`src/hdl/dct_pkg.sv`:
```
package dct_pkg;

    // Register byte offsets
    localparam logic [7:0] OFF_START    = 8'h00;
    localparam logic [7:0] OFF_FUNC     = 8'h04;
    localparam logic [7:0] OFF_CTRL0    = 8'h08;
    localparam logic [7:0] OFF_CTRL1    = 8'h0c;
    localparam logic [7:0] OFF_CNT0     = 8'h10;
    localparam logic [7:0] OFF_CNT1     = 8'h14;
    localparam logic [7:0] OFF_IRQ_STAT = 8'h18;
    localparam logic [7:0] OFF_IRQ_MASK = 8'h1c;
    localparam logic [7:0] OFF_CMP_BASE = 8'h20;
    localparam logic [7:0] OFF_CMP_END  = 8'h40;

    // Field positions and widths
    localparam int START_RUN_LSB = 0;
    localparam int START_SEL_LSB = 2;
    localparam int FUNC_MODE_LSB = 0;
    localparam int FUNC_OLSP_BIT = 2;
    localparam int FUNC_OLSN_BIT = 3;
    localparam int CTRL_CLR_LSB  = 0;
    localparam int CTRL_CKS_LSB  = 3;
    localparam int STAT_CH_W     = 5;

    // Counter clear select codes
    localparam logic [2:0] CLR_A    = 3'h1;
    localparam logic [2:0] CLR_B    = 3'h2;
    localparam logic [2:0] CLR_SYNC = 3'h3;
    localparam logic [2:0] CLR_C    = 3'h5;
    localparam logic [2:0] CLR_D    = 3'h6;

    // Function modes
    localparam logic [1:0] MODE_TIMER = 2'h0;

    // Count clock select codes
    localparam logic [2:0] CKS_F1   = 3'h0;
    localparam logic [2:0] CKS_F2   = 3'h1;
    localparam logic [2:0] CKS_F4   = 3'h2;
    localparam logic [2:0] CKS_F8   = 3'h3;
    localparam logic [2:0] CKS_F32  = 3'h4;
    localparam logic [2:0] CKS_EXT  = 3'h5;
    localparam logic [2:0] CKS_40M  = 3'h6;
    localparam logic [2:0] CKS_FAST = 3'h7;

    // Reset values and counter maximum
    localparam logic [15:0] CNT_RST  = 16'h0000;
    localparam logic [15:0] CMP_RST  = 16'hffff;
    localparam logic [15:0] CNT_MAX  = 16'hffff;

    // Bus responses
    localparam logic [1:0] RESP_OKAY   = 2'h0;
    localparam logic [1:0] RESP_SLVERR = 2'h2;

endpackage

```
`src/hdl/dct_chan_if.sv`:
```
`timescale 1ns/1ps
interface dct_chan_if;
    import dct_pkg::*;

    logic             run;
    logic             ssel;
    logic             pwm;
    logic             ols_p;
    logic             ols_n;
    logic             tick;
    logic [2:0]       clr_sel;
    logic [3:0][15:0] cmp;
    logic             wr_en;
    logic [15:0]      wr_data;
    logic             sync_in;
    logic [15:0]      cnt;
    logic [3:0]       pins;
    logic [3:0]       hit;
    logic             ovf;
    logic             clr_src;
    logic             stop;

    modport core (
        input  run, ssel, pwm, ols_p, ols_n, tick, clr_sel, cmp,
        input  wr_en, wr_data, sync_in,
        output cnt, pins, hit, ovf, clr_src, stop
    );

    modport ctl (
        output run, ssel, pwm, ols_p, ols_n, tick, clr_sel, cmp,
        output wr_en, wr_data, sync_in,
        input  cnt, pins, hit, ovf, clr_src, stop
    );
endinterface

```
`src/hdl/dct_chan.sv`:
```
`timescale 1ns/1ps
module dct_chan
    import dct_pkg::*;
(
    input wire logic clk,
    input wire logic sys_rst,
    dct_chan_if.core ch
);
    typedef struct packed {
        logic [15:0] cnt;
        logic [3:0]  pins;
    } dct_chan_state_t;

    dct_chan_state_t s;
    dct_chan_state_t next_s;
    logic [3:0]      hit;
    logic            clr_src;
    logic            ovf;
    logic            do_clr;
    logic            counting;

    function automatic logic clr_hit(input logic [2:0] sel,
                                     input logic [3:0] h);
        case (sel)
            CLR_A:   clr_hit = h[0];
            CLR_B:   clr_hit = h[1];
            CLR_C:   clr_hit = h[2];
            CLR_D:   clr_hit = h[3];
            default: clr_hit = 1'b0;
        endcase
    endfunction

    always_comb begin
        next_s   = s;
        counting = ch.run & ch.tick;
        hit      = '0;
        for (int k = 0; k < 4; k++) begin
            hit[k] = counting && (s.cnt == ch.cmp[k]);
        end
        clr_src = clr_hit(ch.clr_sel, hit);
        ovf     = counting && (s.cnt == CNT_MAX) && !clr_src;
        do_clr  = clr_src
                | (ch.run && ch.clr_sel == CLR_SYNC && ch.sync_in);
        if (counting) begin
            next_s.cnt = s.cnt + 16'h0001;
        end
        if (do_clr) begin
            next_s.cnt = CNT_RST;
        end
        if (ch.wr_en) begin
            next_s.cnt = do_clr ? CNT_RST : ch.wr_data;
        end
        next_s.pins = s.pins ^ hit;
        if (!ch.run && ch.pwm) begin
            next_s.pins = {ch.ols_n, ch.ols_p, ch.ols_n, ch.ols_p};
        end
    end

    always_ff @(posedge clk or posedge sys_rst) begin
        if (sys_rst) begin
            s <= '0;
        end else begin
            s <= next_s;
        end
    end

    assign ch.cnt     = s.cnt;
    assign ch.pins    = s.pins;
    assign ch.hit     = hit;
    assign ch.ovf     = ovf;
    assign ch.clr_src = clr_src;
    assign ch.stop    = hit[0] & ~ch.ssel;
endmodule

```
`src/hdl/dct_timer.sv`:
```
`timescale 1ns/1ps
module dct_timer
    import dct_pkg::*;
(
    input  wire logic        clk,
    input  wire logic        sys_rst,
    input  wire logic [7:0]  s_axi_awaddr,
    input  wire logic        s_axi_awvalid,
    output logic             s_axi_awready,
    input  wire logic [31:0] s_axi_wdata,
    input  wire logic [3:0]  s_axi_wstrb,
    input  wire logic        s_axi_wvalid,
    output logic             s_axi_wready,
    output logic [1:0]       s_axi_bresp,
    output logic             s_axi_bvalid,
    input  wire logic        s_axi_bready,
    input  wire logic [7:0]  s_axi_araddr,
    input  wire logic        s_axi_arvalid,
    output logic             s_axi_arready,
    output logic [31:0]      s_axi_rdata,
    output logic [1:0]       s_axi_rresp,
    output logic             s_axi_rvalid,
    input  wire logic        s_axi_rready,
    input  wire logic        count_ext_in,
    input  wire logic        onchip_40mhz_clock,
    input  wire logic        fast_onchip_clock,
    output logic [7:0]       timer_output_pin,
    output logic             irq
);
    typedef struct packed {
        logic                  aw_have;
        logic [7:0]            aw_addr;
        logic                  w_have;
        logic [31:0]           w_data;
        logic [3:0]            w_strb;
        logic                  awready;
        logic                  wready;
        logic                  bvalid;
        logic [1:0]            bresp;
        logic                  arready;
        logic                  rvalid;
        logic [31:0]           rdata;
        logic [1:0]            rresp;
        logic [1:0]            run;
        logic [1:0]            ssel;
        logic [1:0]            mode;
        logic                  ols_p;
        logic                  ols_n;
        logic [1:0][2:0]       clr_sel;
        logic [1:0][2:0]       cks;
        logic [1:0][3:0][15:0] cmp;
        logic [1:0]            pend_wr;
        logic [15:0]           pend_data;
        logic [2*STAT_CH_W-1:0] stat;
        logic [2*STAT_CH_W-1:0] mask;
        logic                  irq;
        logic [4:0]            pre;
        logic [2:0]            s1;
        logic [2:0]            s2;
        logic [2:0]            s3;
        logic [2:0]            lvl;
    } dct_state_t;

    dct_state_t             s;
    dct_state_t             next_s;
    dct_chan_if             chi[2] ();
    logic [1:0][15:0]       cnt_w;
    logic [1:0][3:0]        hit_w;
    logic [1:0]             ovf_w;
    logic [1:0]             clr_w;
    logic [1:0]             stop_w;
    logic [1:0][3:0]        pins_w;
    logic [2:0]             edge_w;
    logic [1:0]             tick_w;
    logic                   wr_fire;
    logic [7:0]             wa;
    logic [7:0]             ra;
    logic [31:0]            wd;
    logic [31:0]            rd;
    logic [2*STAT_CH_W-1:0] ev;
    logic [2*STAT_CH_W-1:0] clr_bits;

    function automatic logic [31:0] merge(input logic [31:0] old,
                                          input logic [31:0] nw,
                                          input logic [3:0]  strb);
        for (int b = 0; b < 4; b++) begin
            merge[8*b +: 8] = strb[b] ? nw[8*b +: 8] : old[8*b +: 8];
        end
    endfunction

    function automatic logic tick_of(input logic [2:0] sel,
                                     input logic [4:0] pre,
                                     input logic [2:0] edges);
        case (sel)
            CKS_F1:   tick_of = 1'b1;
            CKS_F2:   tick_of = pre[0];
            CKS_F4:   tick_of = &pre[1:0];
            CKS_F8:   tick_of = &pre[2:0];
            CKS_F32:  tick_of = &pre;
            CKS_EXT:  tick_of = edges[0];
            CKS_40M:  tick_of = edges[1];
            CKS_FAST: tick_of = edges[2];
        endcase
    endfunction

    function automatic logic is_cmp(input logic [7:0] a);
        is_cmp = (a >= OFF_CMP_BASE) && (a < OFF_CMP_END);
    endfunction

    // Channel cores
    for (genvar g = 0; g < 2; g++) begin : gen_ch
        dct_chan u_ch (
            .clk     (clk),
            .sys_rst (sys_rst),
            .ch      (chi[g])
        );
        assign chi[g].run     = s.run[g];
        assign chi[g].ssel    = s.ssel[g];
        assign chi[g].pwm     = (s.mode != MODE_TIMER);
        assign chi[g].ols_p   = s.ols_p;
        assign chi[g].ols_n   = s.ols_n;
        assign chi[g].tick    = tick_w[g];
        assign chi[g].clr_sel = s.clr_sel[g];
        assign chi[g].cmp     = s.cmp[g];
        assign chi[g].wr_en   = s.pend_wr[g];
        assign chi[g].wr_data = s.pend_data;
        assign chi[g].sync_in = clr_w[1-g];
        assign cnt_w[g]       = chi[g].cnt;
        assign hit_w[g]       = chi[g].hit;
        assign ovf_w[g]       = chi[g].ovf;
        assign clr_w[g]       = chi[g].clr_src;
        assign stop_w[g]      = chi[g].stop;
        assign pins_w[g]      = chi[g].pins;
        assign tick_w[g]      = tick_of(s.cks[g], s.pre, edge_w);
    end

    // Tick inputs count once second and third stage agree
    always_comb begin
        for (int i = 0; i < 3; i++) begin
            edge_w[i] = (s.s2[i] == s.s3[i]) && s.s3[i] && !s.lvl[i];
        end
    end

    always_comb begin
        next_s   = s;
        wa       = {s.aw_addr[7:2], 2'h0};
        ra       = {s_axi_araddr[7:2], 2'h0};
        wd       = '0;
        rd       = '0;
        clr_bits = '0;
        ev       = {ovf_w[1], hit_w[1], ovf_w[0], hit_w[0]};

        next_s.pre = s.pre + 5'h01;
        next_s.s1  = {fast_onchip_clock, onchip_40mhz_clock,
                      count_ext_in};
        next_s.s2  = s.s1;
        next_s.s3  = s.s2;
        for (int i = 0; i < 3; i++) begin
            if (s.s2[i] == s.s3[i]) begin
                next_s.lvl[i] = s.s3[i];
            end
        end

        next_s.pend_wr = '0;
        for (int i = 0; i < 2; i++) begin
            if (stop_w[i]) begin
                next_s.run[i] = 1'b0;
            end
        end

        // Write address and data channels
        if (s_axi_awvalid && s.awready) begin
            next_s.aw_have = 1'b1;
            next_s.aw_addr = s_axi_awaddr;
        end
        if (s_axi_wvalid && s.wready) begin
            next_s.w_have = 1'b1;
            next_s.w_data = s_axi_wdata;
            next_s.w_strb = s_axi_wstrb;
        end
        if (s_axi_bready && s.bvalid) begin
            next_s.bvalid = 1'b0;
        end

        wr_fire = s.aw_have && s.w_have && !s.bvalid;
        if (wr_fire) begin
            next_s.aw_have = 1'b0;
            next_s.w_have  = 1'b0;
            next_s.bvalid  = 1'b1;
            next_s.bresp   = RESP_OKAY;
            case (wa)
                OFF_START: begin
                    if (s.w_strb[0]) begin
                        for (int i = 0; i < 2; i++) begin
                            if (s.w_data[START_RUN_LSB+i]) begin
                                next_s.run[i] = 1'b1;
                            end else if (s.ssel[i]) begin
                                next_s.run[i] = 1'b0;
                            end
                            // Run 0 with old select 0 leaves run unchanged
                            next_s.ssel[i] =
                                s.w_data[START_SEL_LSB+i];
                        end
                    end
                end
                OFF_FUNC: begin
                    if (s.w_strb[0]) begin
                        next_s.mode  = s.w_data[FUNC_MODE_LSB +: 2];
                        next_s.ols_p = s.w_data[FUNC_OLSP_BIT];
                        next_s.ols_n = s.w_data[FUNC_OLSN_BIT];
                    end
                end
                OFF_CTRL0, OFF_CTRL1: begin
                    if (s.w_strb[0]) begin
                        next_s.clr_sel[wa[2]] =
                            s.w_data[CTRL_CLR_LSB +: 3];
                        next_s.cks[wa[2]] = s.w_data[CTRL_CKS_LSB +: 3];
                    end
                end
                OFF_CNT0, OFF_CNT1: begin
                    wd = merge({16'h0, cnt_w[wa[2]]}, s.w_data,
                               s.w_strb);
                    // Write lands one cycle later
                    next_s.pend_wr[wa[2]] = 1'b1;
                    next_s.pend_data      = wd[15:0];
                end
                OFF_IRQ_STAT: begin
                    wd       = merge('0, s.w_data, s.w_strb);
                    clr_bits = wd[2*STAT_CH_W-1:0];
                end
                OFF_IRQ_MASK: begin
                    wd = merge({22'h0, s.mask}, s.w_data, s.w_strb);
                    next_s.mask = wd[2*STAT_CH_W-1:0];
                end
                default: begin
                    if (is_cmp(wa)) begin
                        wd = merge({16'h0, s.cmp[wa[4]][wa[3:2]]},
                                   s.w_data, s.w_strb);
                        next_s.cmp[wa[4]][wa[3:2]] = wd[15:0];
                    end else begin
                        next_s.bresp = RESP_SLVERR;
                    end
                end
            endcase
        end

        // Event set wins over software clear
        next_s.stat = (s.stat & ~clr_bits) | ev;
        next_s.irq  = |(next_s.stat & s.mask);

        // Read channel
        if (s_axi_rready && s.rvalid) begin
            next_s.rvalid = 1'b0;
        end
        if (s_axi_arvalid && s.arready) begin
            next_s.rvalid = 1'b1;
            next_s.rresp  = RESP_OKAY;
            case (ra)
                OFF_START: begin
                    rd[START_RUN_LSB +: 2] = s.run;
                    rd[START_SEL_LSB +: 2] = s.ssel;
                end
                OFF_FUNC: begin
                    rd[FUNC_MODE_LSB +: 2] = s.mode;
                    rd[FUNC_OLSP_BIT]      = s.ols_p;
                    rd[FUNC_OLSN_BIT]      = s.ols_n;
                end
                OFF_CTRL0, OFF_CTRL1: begin
                    rd[CTRL_CLR_LSB +: 3] = s.clr_sel[ra[2]];
                    rd[CTRL_CKS_LSB +: 3] = s.cks[ra[2]];
                end
                OFF_CNT0, OFF_CNT1: begin
                    rd[15:0] = cnt_w[ra[2]];
                end
                OFF_IRQ_STAT: begin
                    rd[2*STAT_CH_W-1:0] = s.stat;
                end
                OFF_IRQ_MASK: begin
                    rd[2*STAT_CH_W-1:0] = s.mask;
                end
                default: begin
                    if (is_cmp(ra)) begin
                        rd[15:0] = s.cmp[ra[4]][ra[3:2]];
                    end else begin
                        next_s.rresp = RESP_SLVERR;
                    end
                end
            endcase
            next_s.rdata = rd;
        end

        next_s.awready = !next_s.aw_have && !next_s.bvalid;
        next_s.wready  = !next_s.w_have && !next_s.bvalid;
        next_s.arready = !next_s.rvalid;
    end

    always_ff @(posedge clk or posedge sys_rst) begin
        if (sys_rst) begin
            s     <= '0;
            s.cmp <= {8{CMP_RST}};
        end else begin
            s <= next_s;
        end
    end

    assign s_axi_awready    = s.awready;
    assign s_axi_wready     = s.wready;
    assign s_axi_bvalid     = s.bvalid;
    assign s_axi_bresp      = s.bresp;
    assign s_axi_arready    = s.arready;
    assign s_axi_rvalid     = s.rvalid;
    assign s_axi_rdata      = s.rdata;
    assign s_axi_rresp      = s.rresp;
    assign irq              = s.irq;
    assign timer_output_pin = {pins_w[1], pins_w[0]};
endmodule

```
`config.mk`:
```
export PLATFORM = sky130hd
export DESIGN_NAME = dct_timer
export DESIGN_NICKNAME = d
export VERILOG_FILES = /design/src/hdl/dct_pkg.sv /design/src/hdl/dct_chan_if.sv /design/src/hdl/dct_chan.sv /design/src/hdl/dct_timer.sv
export SDC_FILE = /design/constraint.sdc
export NUM_CORES = 1
export LEC_CHECK = 0
export BUFFER_PORTS_ARGS = -buffer_cell sky130_fd_sc_hd__clkbuf_2
export CORE_MARGIN = 1.5
export CORE_UTILIZATION = 55
export CTS_BUF_LIST = sky130_fd_sc_hd__clkbuf_16
export DETAILED_ROUTE_END_ITERATION = 16
export PLACE_DENSITY = 0.76
export SLEW_MARGIN = 20
export SYNTH_ARGS = -nofsm -noshare
export SYNTH_HDL_FRONTEND = slang
export SYNTH_SLANG_ARGS = --single-unit
```
`constraint.sdc`:
```
create_clock -name clk -period 10.9 [get_ports clk]
set_input_delay 0.545 -clock clk [delete_from_list [all_inputs] [get_ports clk]]
set_output_delay 0.545 -clock clk [all_outputs]
set_load 0.01 [all_outputs]
```
==> results.sh, run 1 <==
export IMPL_p_total_mw=5.43
export IMPL_cts_resized=0
export IMPL_switching_share_pct=41.5
export IMPL_p_int_mw=3.17
export IMPL_clock_sinks=293
export IMPL_vias_per_cell=6.63
export IMPL_grt_ovfl_total=0
export IMPL_die_y_um=179
export IMPL_synthCells=1511
export IMPL_slew_violations=0
export IMPL_io_pins=112
export IMPL_period_share_pct=34.5
export IMPL_clock_latency_ns=0.52
export IMPL_dp_hpwl_mm=35.5
export IMPL_core_rowCount=64
export IMPL_finClkSkew_ns=0.0200
export IMPL_ys_seq_area_share_pct=43.8
export IMPL_run_status="complete, no violations"
export IMPL_setup_viol=0
export IMPL_maxCapViolations=0
export IMPL_critical_path_arrival_ns=4.17
export IMPL_critPathRequiredTime_ns=11.31
export IMPL_cts_buffers=34
export IMPL_cp_cell_sequence="ha_1 -> and3_1 -> ha_1 -> inv_1 -> a21oi_2 -> a2111oi_4 -> buf_4 -> o31ai_1 -> a222oi_1 -> o22ai_2 -> a311oi_1"
export IMPL_drt_iter0_drc=1455
export IMPL_syn_to_final_growth_pct=8.51
export IMPL_power_density_nw_per_um2=293
export IMPL_power_switching_mw=2.26
export IMPL_drcViolationCount=0
export IMPL_worstSetupStartpointType="flip-flop"
export IMPL_cp_max_fo=16
export IMPL_die_area_um2=32100
export IMPL_firstDrtPassIters=6
export IMPL_synth_common_cells="mux2_2 (239), dfrtp_1 (165), xor2_1 (150), dfstp_2 (128), nand2_1 (80)"
export IMPL_path_buf_inv=2
export IMPL_power_leakage_nw=8.45
export IMPL_cts_root_buffer="clkbuf_16"
export IMPL_synthArstFlopShare_pct=100
export IMPL_syn_area_um2=17100
export IMPL_relSlewSlack_pct=18.4
export IMPL_rsz0062_at_grt="no"
export IMPL_ant_nets=0
export IMPL_cts_tree="yes"
export IMPL_cp_slowest_stage_delay_ns=0.82
export IMPL_irDropWorstVdd_mv=0.173
export IMPL_ys_ff_latch=293
export IMPL_dr_wl_met2_mm=22.8
export IMPL_grt_start_max_net_pins=158
export IMPL_finalCriticalPeriod_ns=3.76
export IMPL_cts_htree_levels=2
export IMPL_cts_clk_slew_worst_paths_ns=0.06
export IMPL_wl_per_cell_um=25.8
export IMPL_min_path_type="in -> reg"
export IMPL_fin_tns_setup_ns=0
export IMPL_path_common_cell="ha_1"
export IMPL_diodes=0
export IMPL_ff2ff_setup_slack_ns=7.14
export IMPL_yosys_most_used_dff="dfrtp_1"
export IMPL_wl_met1_mm=19.8
export IMPL_drive_gt1_share_pct=37.8
export IMPL_comb_power_share_pct=37.3
export IMPL_tightest_slew_ns=1.22
export IMPL_clock_path_buffers=3
export IMPL_cp_slowest_cell="a222oi_1"
export IMPL_synth_area_leader_cell="dfrtp_1"
export IMPL_seqPwrFrac_pct=42.2
export IMPL_core_area_um2=30600
export IMPL_cp_top_family="compound AO/OA/AOI/OAI gates"
export IMPL_crit_path_end_kind="flip-flop"
export IMPL_vias=12800
export IMPL_port_buffer_count=71
export IMPL_critPathKind="reg -> reg"
export IMPL_yosys_top_cells_area="dfrtp_1 (24%), dfstp_2 (20%), mux2_2 (16%)"
export IMPL_ys_warn_count=0
export IMPL_synth_edf_count=0
export IMPL_antenna_found_initial=1
export IMPL_clockPowerShare_pct=20.5
export IMPL_die_w_um=179
export IMPL_grt_pass1_wl_mm=76.0
export IMPL_wl_met3_mm=4.90
export IMPL_grt_usage_pct=31.7
export IMPL_grt_pass1_vias=12600
export IMPL_dr_max_layer_used="met5"
export IMPL_synth_area_per_cell_um2=11.3
export IMPL_fmax_mhz=266
export IMPL_drt_wl_total_mm=50.0
export IMPL_post_cts_setup_buffers=0
export IMPL_globalplace_congestion=1.03
export IMPL_start_util_pct=55.9
export IMPL_hold_viol_final=0
export IMPL_yosysMostFrequentCell="mux2_2"
export IMPL_synth_cell_types=68
export IMPL_nets=1584
export IMPL_synth_top_area_share_pct=24.2
export IMPL_ctsHoldBuffers=0
==> power by group through the flow <==
stage / combinational, mW / clock (mW) / sequential (mW)
after floorplan: 1.62 / 0 / 1.87
after global placement: 1.92 / 0 / 2.24
after detailed placement: 1.96 / 0 / 2.26
after CTS: 1.98 / 1.12 / 2.25
after global routing: 2.15 / 1.17 / 2.33
final: 2.02 / 1.12 / 2.29
==> routing by layer <==
metal / vias to the layer above / track usage, %
met4: 2 / 14.5
met2: 731 / 49.5
li1: 5455 / -
met1: 6457 / 42.0
met3: 178 / 7.15
met5: - / 0
==> through the flow <==
step / setup WS [ns] / std cells / util, % / hold WS, ns / cell area [um2]
final: 7.14 / 1934 / 60.6 / 0.136 / 18500
after global routing: 6.96 / 1934 / 60.6 / 0.139 / 18500
after detailed placement: 7.18 / 1874 / 57.1 / 0.338 / 17500
after CTS: 7.17 / 1934 / 60.6 / 0.132 / 18500
after global placement: 7.28 / 1874 / 57.1 / 0.333 / 17500
after floorplan: 2.48 / 1528 / - / 0.331 / 17200
==> cell type report <==
class,count,area (um2)
clock buffers,35,876
clock inverters,25,196
fillers,2437,12000
inverters,29,121
multi-input cells,1062,8830
flip-flops and latches,293,7500
well taps,396,495
repair buffers,94,528
==> cells in the final DEF, fill, tap and decap left out, drive strengths merged, types with 5 or more instances in the layout <==
cell type	count
mux2	239
dfrtp	165
xor2	150
dfstp	128
clkbuf	106
nand2	80
nor2	75
o21ai	70
a21oi	58
a211oi	40
mux4	39
inv	38
nor4	36
mux2i	35
buf	23
nor3	23
nand4	20
a22oi	18
conb	18
xnor2	17
nand3	17
a221oi	15
nor2b	13
clkinv	12
o22ai	11
and3	9
ha	8
o31ai	8
and2	5
nand3b	5
nand2b	5
nor3b	5
and4	5
==> cell families (layout without fill, tap and decap cells) <==
kind of cell / Yosys count / in the layout / synth area share [%]
AOI/OAI and AO/OA: 248 / 248 / 9.93
xor gates and xnor gates: 167 / 167 / 8.56
adders and majority gates: 8 / 8 / 0.586
buffers and inverters: 173 / 183 / 4.89
DFF: 293 / 293 / 43.8
muxes: 313 / 313 / 22.9
other: 1 / 18 / 0.0219
and+or+nand+nor: 308 / 308 / 9.25
==> worst paths after layout <==
| kind | cells past startpoint | to | from |
|---|---|---|---|
| max reg2reg | 11 | gen_ch[1].u_ch.ch.cnt[1] | s[12] |
| min reg2reg | 0 | next_s[5] | next_s[8] |
| max in group asynchronous | 3 | asynchronous set/reset pin | sys_rst |
| min in group asynchronous | 2 | gen_ch[1].u_ch.ch.cnt[11] | sys_rst |
| min | 1 | next_s[7] | onchip_40mhz_clock |
| max | 11 | gen_ch[1].u_ch.ch.cnt[1] | s[12] |
Note: power is estimated with default switching activity, not from simulation.
==> run 2, diff against run 1 <==
PLACE_DENSITY = 0.79   (was 0.76)
clock period = 3.3 ns   (was 10.9 ns; I/O delays follow)
==> run 2 against run 1 <==
Critical path depth down 1. Maximum frequency up 20%. Total power rose to 3.4 times the previous value. Worst hold slack better by 0.082 ns. Clock skew is 0.0063 ns higher. Sequential power rose to 3.2 times the previous value. Utilization increased by 3.1 points. Critical path type unchanged. Largest power group is now combinational cells.
==> results.sh, run 2 (synthesis gave the netlist of run 1 again) <==
export IMPL_critical_path_arrival_ns=3.54
export IMPL_power_switching_mw=7.77
export IMPL_setup_viol=0
export IMPL_port_buffer_count=71
export IMPL_io_pins=112
export IMPL_relSlewSlack_pct=31.4
export IMPL_ant_nets=0
export IMPL_drive_gt1_share_pct=39.5
export IMPL_cts_tree="yes"
export IMPL_layout_cells_non_filler=2036
export IMPL_hold_viol_final=0
export IMPL_worstSetupStartpointType="flip-flop"
export IMPL_die_y_um=179
export IMPL_min_path_type="in -> async"
export IMPL_grt_usage_pct=34.8
export IMPL_cp_max_fo=16
export IMPL_crit_path_end_kind="flip-flop"
export IMPL_most_common_layout_cells="mux2_2 (239), dfrtp_1 (162), xor2_1 (150)"
export IMPL_finClkSkew_ns=0.0263
export IMPL_core_rowCount=64
export IMPL_globalplace_congestion=1.03
export IMPL_die_area_um2=32100
export IMPL_comb_power_share_pct=40.7
export IMPL_fmax_mhz=320
export IMPL_grt_pass1_vias=13100
export IMPL_dp_hpwl_mm=40.4
export IMPL_p_int_mw=10.9
export IMPL_wl_per_cell_um=26.9
export IMPL_cp_slowest_cell="a22oi_1"
export IMPL_cts_root_buffer="clkbuf_16"
export IMPL_fin_tns_setup_ns=0
export IMPL_irDropWorstVdd_mv=0.447
export IMPL_grt_pass1_wl_mm=82.1
export IMPL_final_common_cell="mux2_2"
export IMPL_seqPwrFrac_pct=39.7
export IMPL_timing_rr_end="gen_ch[0].u_ch.ch.cnt[12]"
export IMPL_switching_share_pct=41.7
export IMPL_start_util_pct=55.9
export IMPL_maxCapViolations=0
export IMPL_core_area_um2=30600
export IMPL_drt_wl_total_mm=54.8
export IMPL_cp_top_family="compound AO/OA/AOI/OAI gates"
export IMPL_rsz0062_at_grt="no"
export IMPL_drt_iter0_drc=1531
export IMPL_finish_utilization_pct=63.8
export IMPL_cts_clk_slew_worst_paths_ns=0.06
export IMPL_ff2ff_setup_slack_ns=0.17
export IMPL_vias=13300
export IMPL_antenna_found_initial=2
export IMPL_critPathKind="reg -> reg"
export IMPL_power_density_nw_per_um2=956
export IMPL_reg2reg_from="s[12]"
export IMPL_tightest_slew_ns=1.03
export IMPL_whs_ns=0.217
export IMPL_cts_htree_levels=2
export IMPL_clock_path_buffers=3
export IMPL_dp_cells=1939
export IMPL_critPathRequiredTime_ns=3.71
export IMPL_clock_sinks=293
export IMPL_power_leakage_nw=8.96
export IMPL_clock_latency_ns=0.53
export IMPL_drcViolationCount=0
export IMPL_layout_setup_ws_ns=0.171
export IMPL_cts_buffers=34
export IMPL_worstRegToRegCells=10
export IMPL_dp_slack_ns=0.0790
export IMPL_finalCriticalPeriod_ns=3.13
export IMPL_period_share_pct=94.8
export IMPL_clockPowerShare_pct=19.6
export IMPL_path_buf_inv=2
export IMPL_vias_per_cell=6.52
export IMPL_grt_ovfl_total=0
export IMPL_cp_slowest_stage_delay_ns=0.53
export IMPL_cp_cell_sequence="ha_1 -> ha_1 -> a211o_1 -> a41oi_1 -> buf_12 -> nor3b_1 -> a22oi_1 -> o31ai_2 -> buf_12 -> a211oi_1"
export IMPL_nets=1686
export IMPL_syn_to_final_growth_pct=14.1
export IMPL_grt_start_max_net_pins=73
export IMPL_die_w_um=179
export IMPL_run_status="complete, no violations"
export IMPL_slew_violations=0
export IMPL_fill_cells=2336
export IMPL_firstDrtPassIters=5
-- run 2: power by group through the flow --
| stage | clock network, mW | registers, mW | logic, mW |
|---|---|---|---|
| after floorplan | 0 | 6.19 | 5.37 |
| after global placement | 0 | 7.26 | 7.14 |
| after detailed placement | 0 | 7.33 | 7.28 |
| after CTS | 3.69 | 7.29 | 7.37 |
| after global routing | 3.83 | 7.53 | 8.00 |
| final | 3.65 | 7.41 | 7.58 |
-- run 2: worst max path at each step --
stage | startpoint | end | slack, ns | cells after the start
after detailed placement | s[12] | gen_ch[1].u_ch.ch.cnt[14] | 0.08 | 11
after global routing | s[12] | gen_ch[0].u_ch.ch.cnt[14] | 0.01 | 12
final | s[12] | gen_ch[0].u_ch.ch.cnt[12] | 0.17 | 10
after global placement | s[12] | gen_ch[1].u_ch.ch.cnt[1] | 0.18 | 11
after CTS | s[12] | gen_ch[1].u_ch.ch.cnt[1] | 0.05 | 11
after floorplan | sys_rst | asynchronous set/reset pin | -0.65 | 1
-- run 2: through the flow --
stage          area, um2  power (mW)
2_1_floorplan      17200        11.6
3_3_place_gp       18100        14.4
3_5_place_dp       18100        14.6
6_report           19500        18.6
5_1_grt            19500        19.4
4_1_cts            19500        18.3
-- run 2: worst min-delay path, stage by stage --
cell,delay (ns)
dlygate4sd3_1,0.53
clkbuf_2,0.12
clkinvlp_4,0.34
-- run 2: cell type report --
| type | count | area, um2 | area share, % |
|---|---|---|---|
| flip-flops and latches | 293 | 7500 | 38.4 |
| well taps | 396 | 495 | 2.54 |
| inverters | 29 | 113 | 0.577 |
| repair buffers | 196 | 1510 | 7.72 |
| multi-input cells | 1062 | 8830 | 45.3 |
| clock inverters | 25 | 213 | 1.09 |
| clock buffers | 34 | 851 | 4.36 |
| diodes | 1 | 2.50 | 0.0128 |
-- run 2: what timing repair did --
action                     in CTS  in global routing
hold buffers                   35                  0
setup endpoints to repair       0                 30
buffers inserted                0                  1
hold endpoints to repair       56                  0
gates resized for setup         0                  0
-- run 2: layer usage --
| layer | GRT usage, % | vias up | share of wire [%] |
|---|---|---|---|
| li1 | - | 5647 | - |
| met1 | 46.6 | 6678 | 40 |
| met2 | 53.7 | 768 | 45 |
| met3 | 8.35 | 185 | 9.4 |
| met4 | 15.2 | 2 | 4.9 |
| met5 | 0 | - | 0.12 |
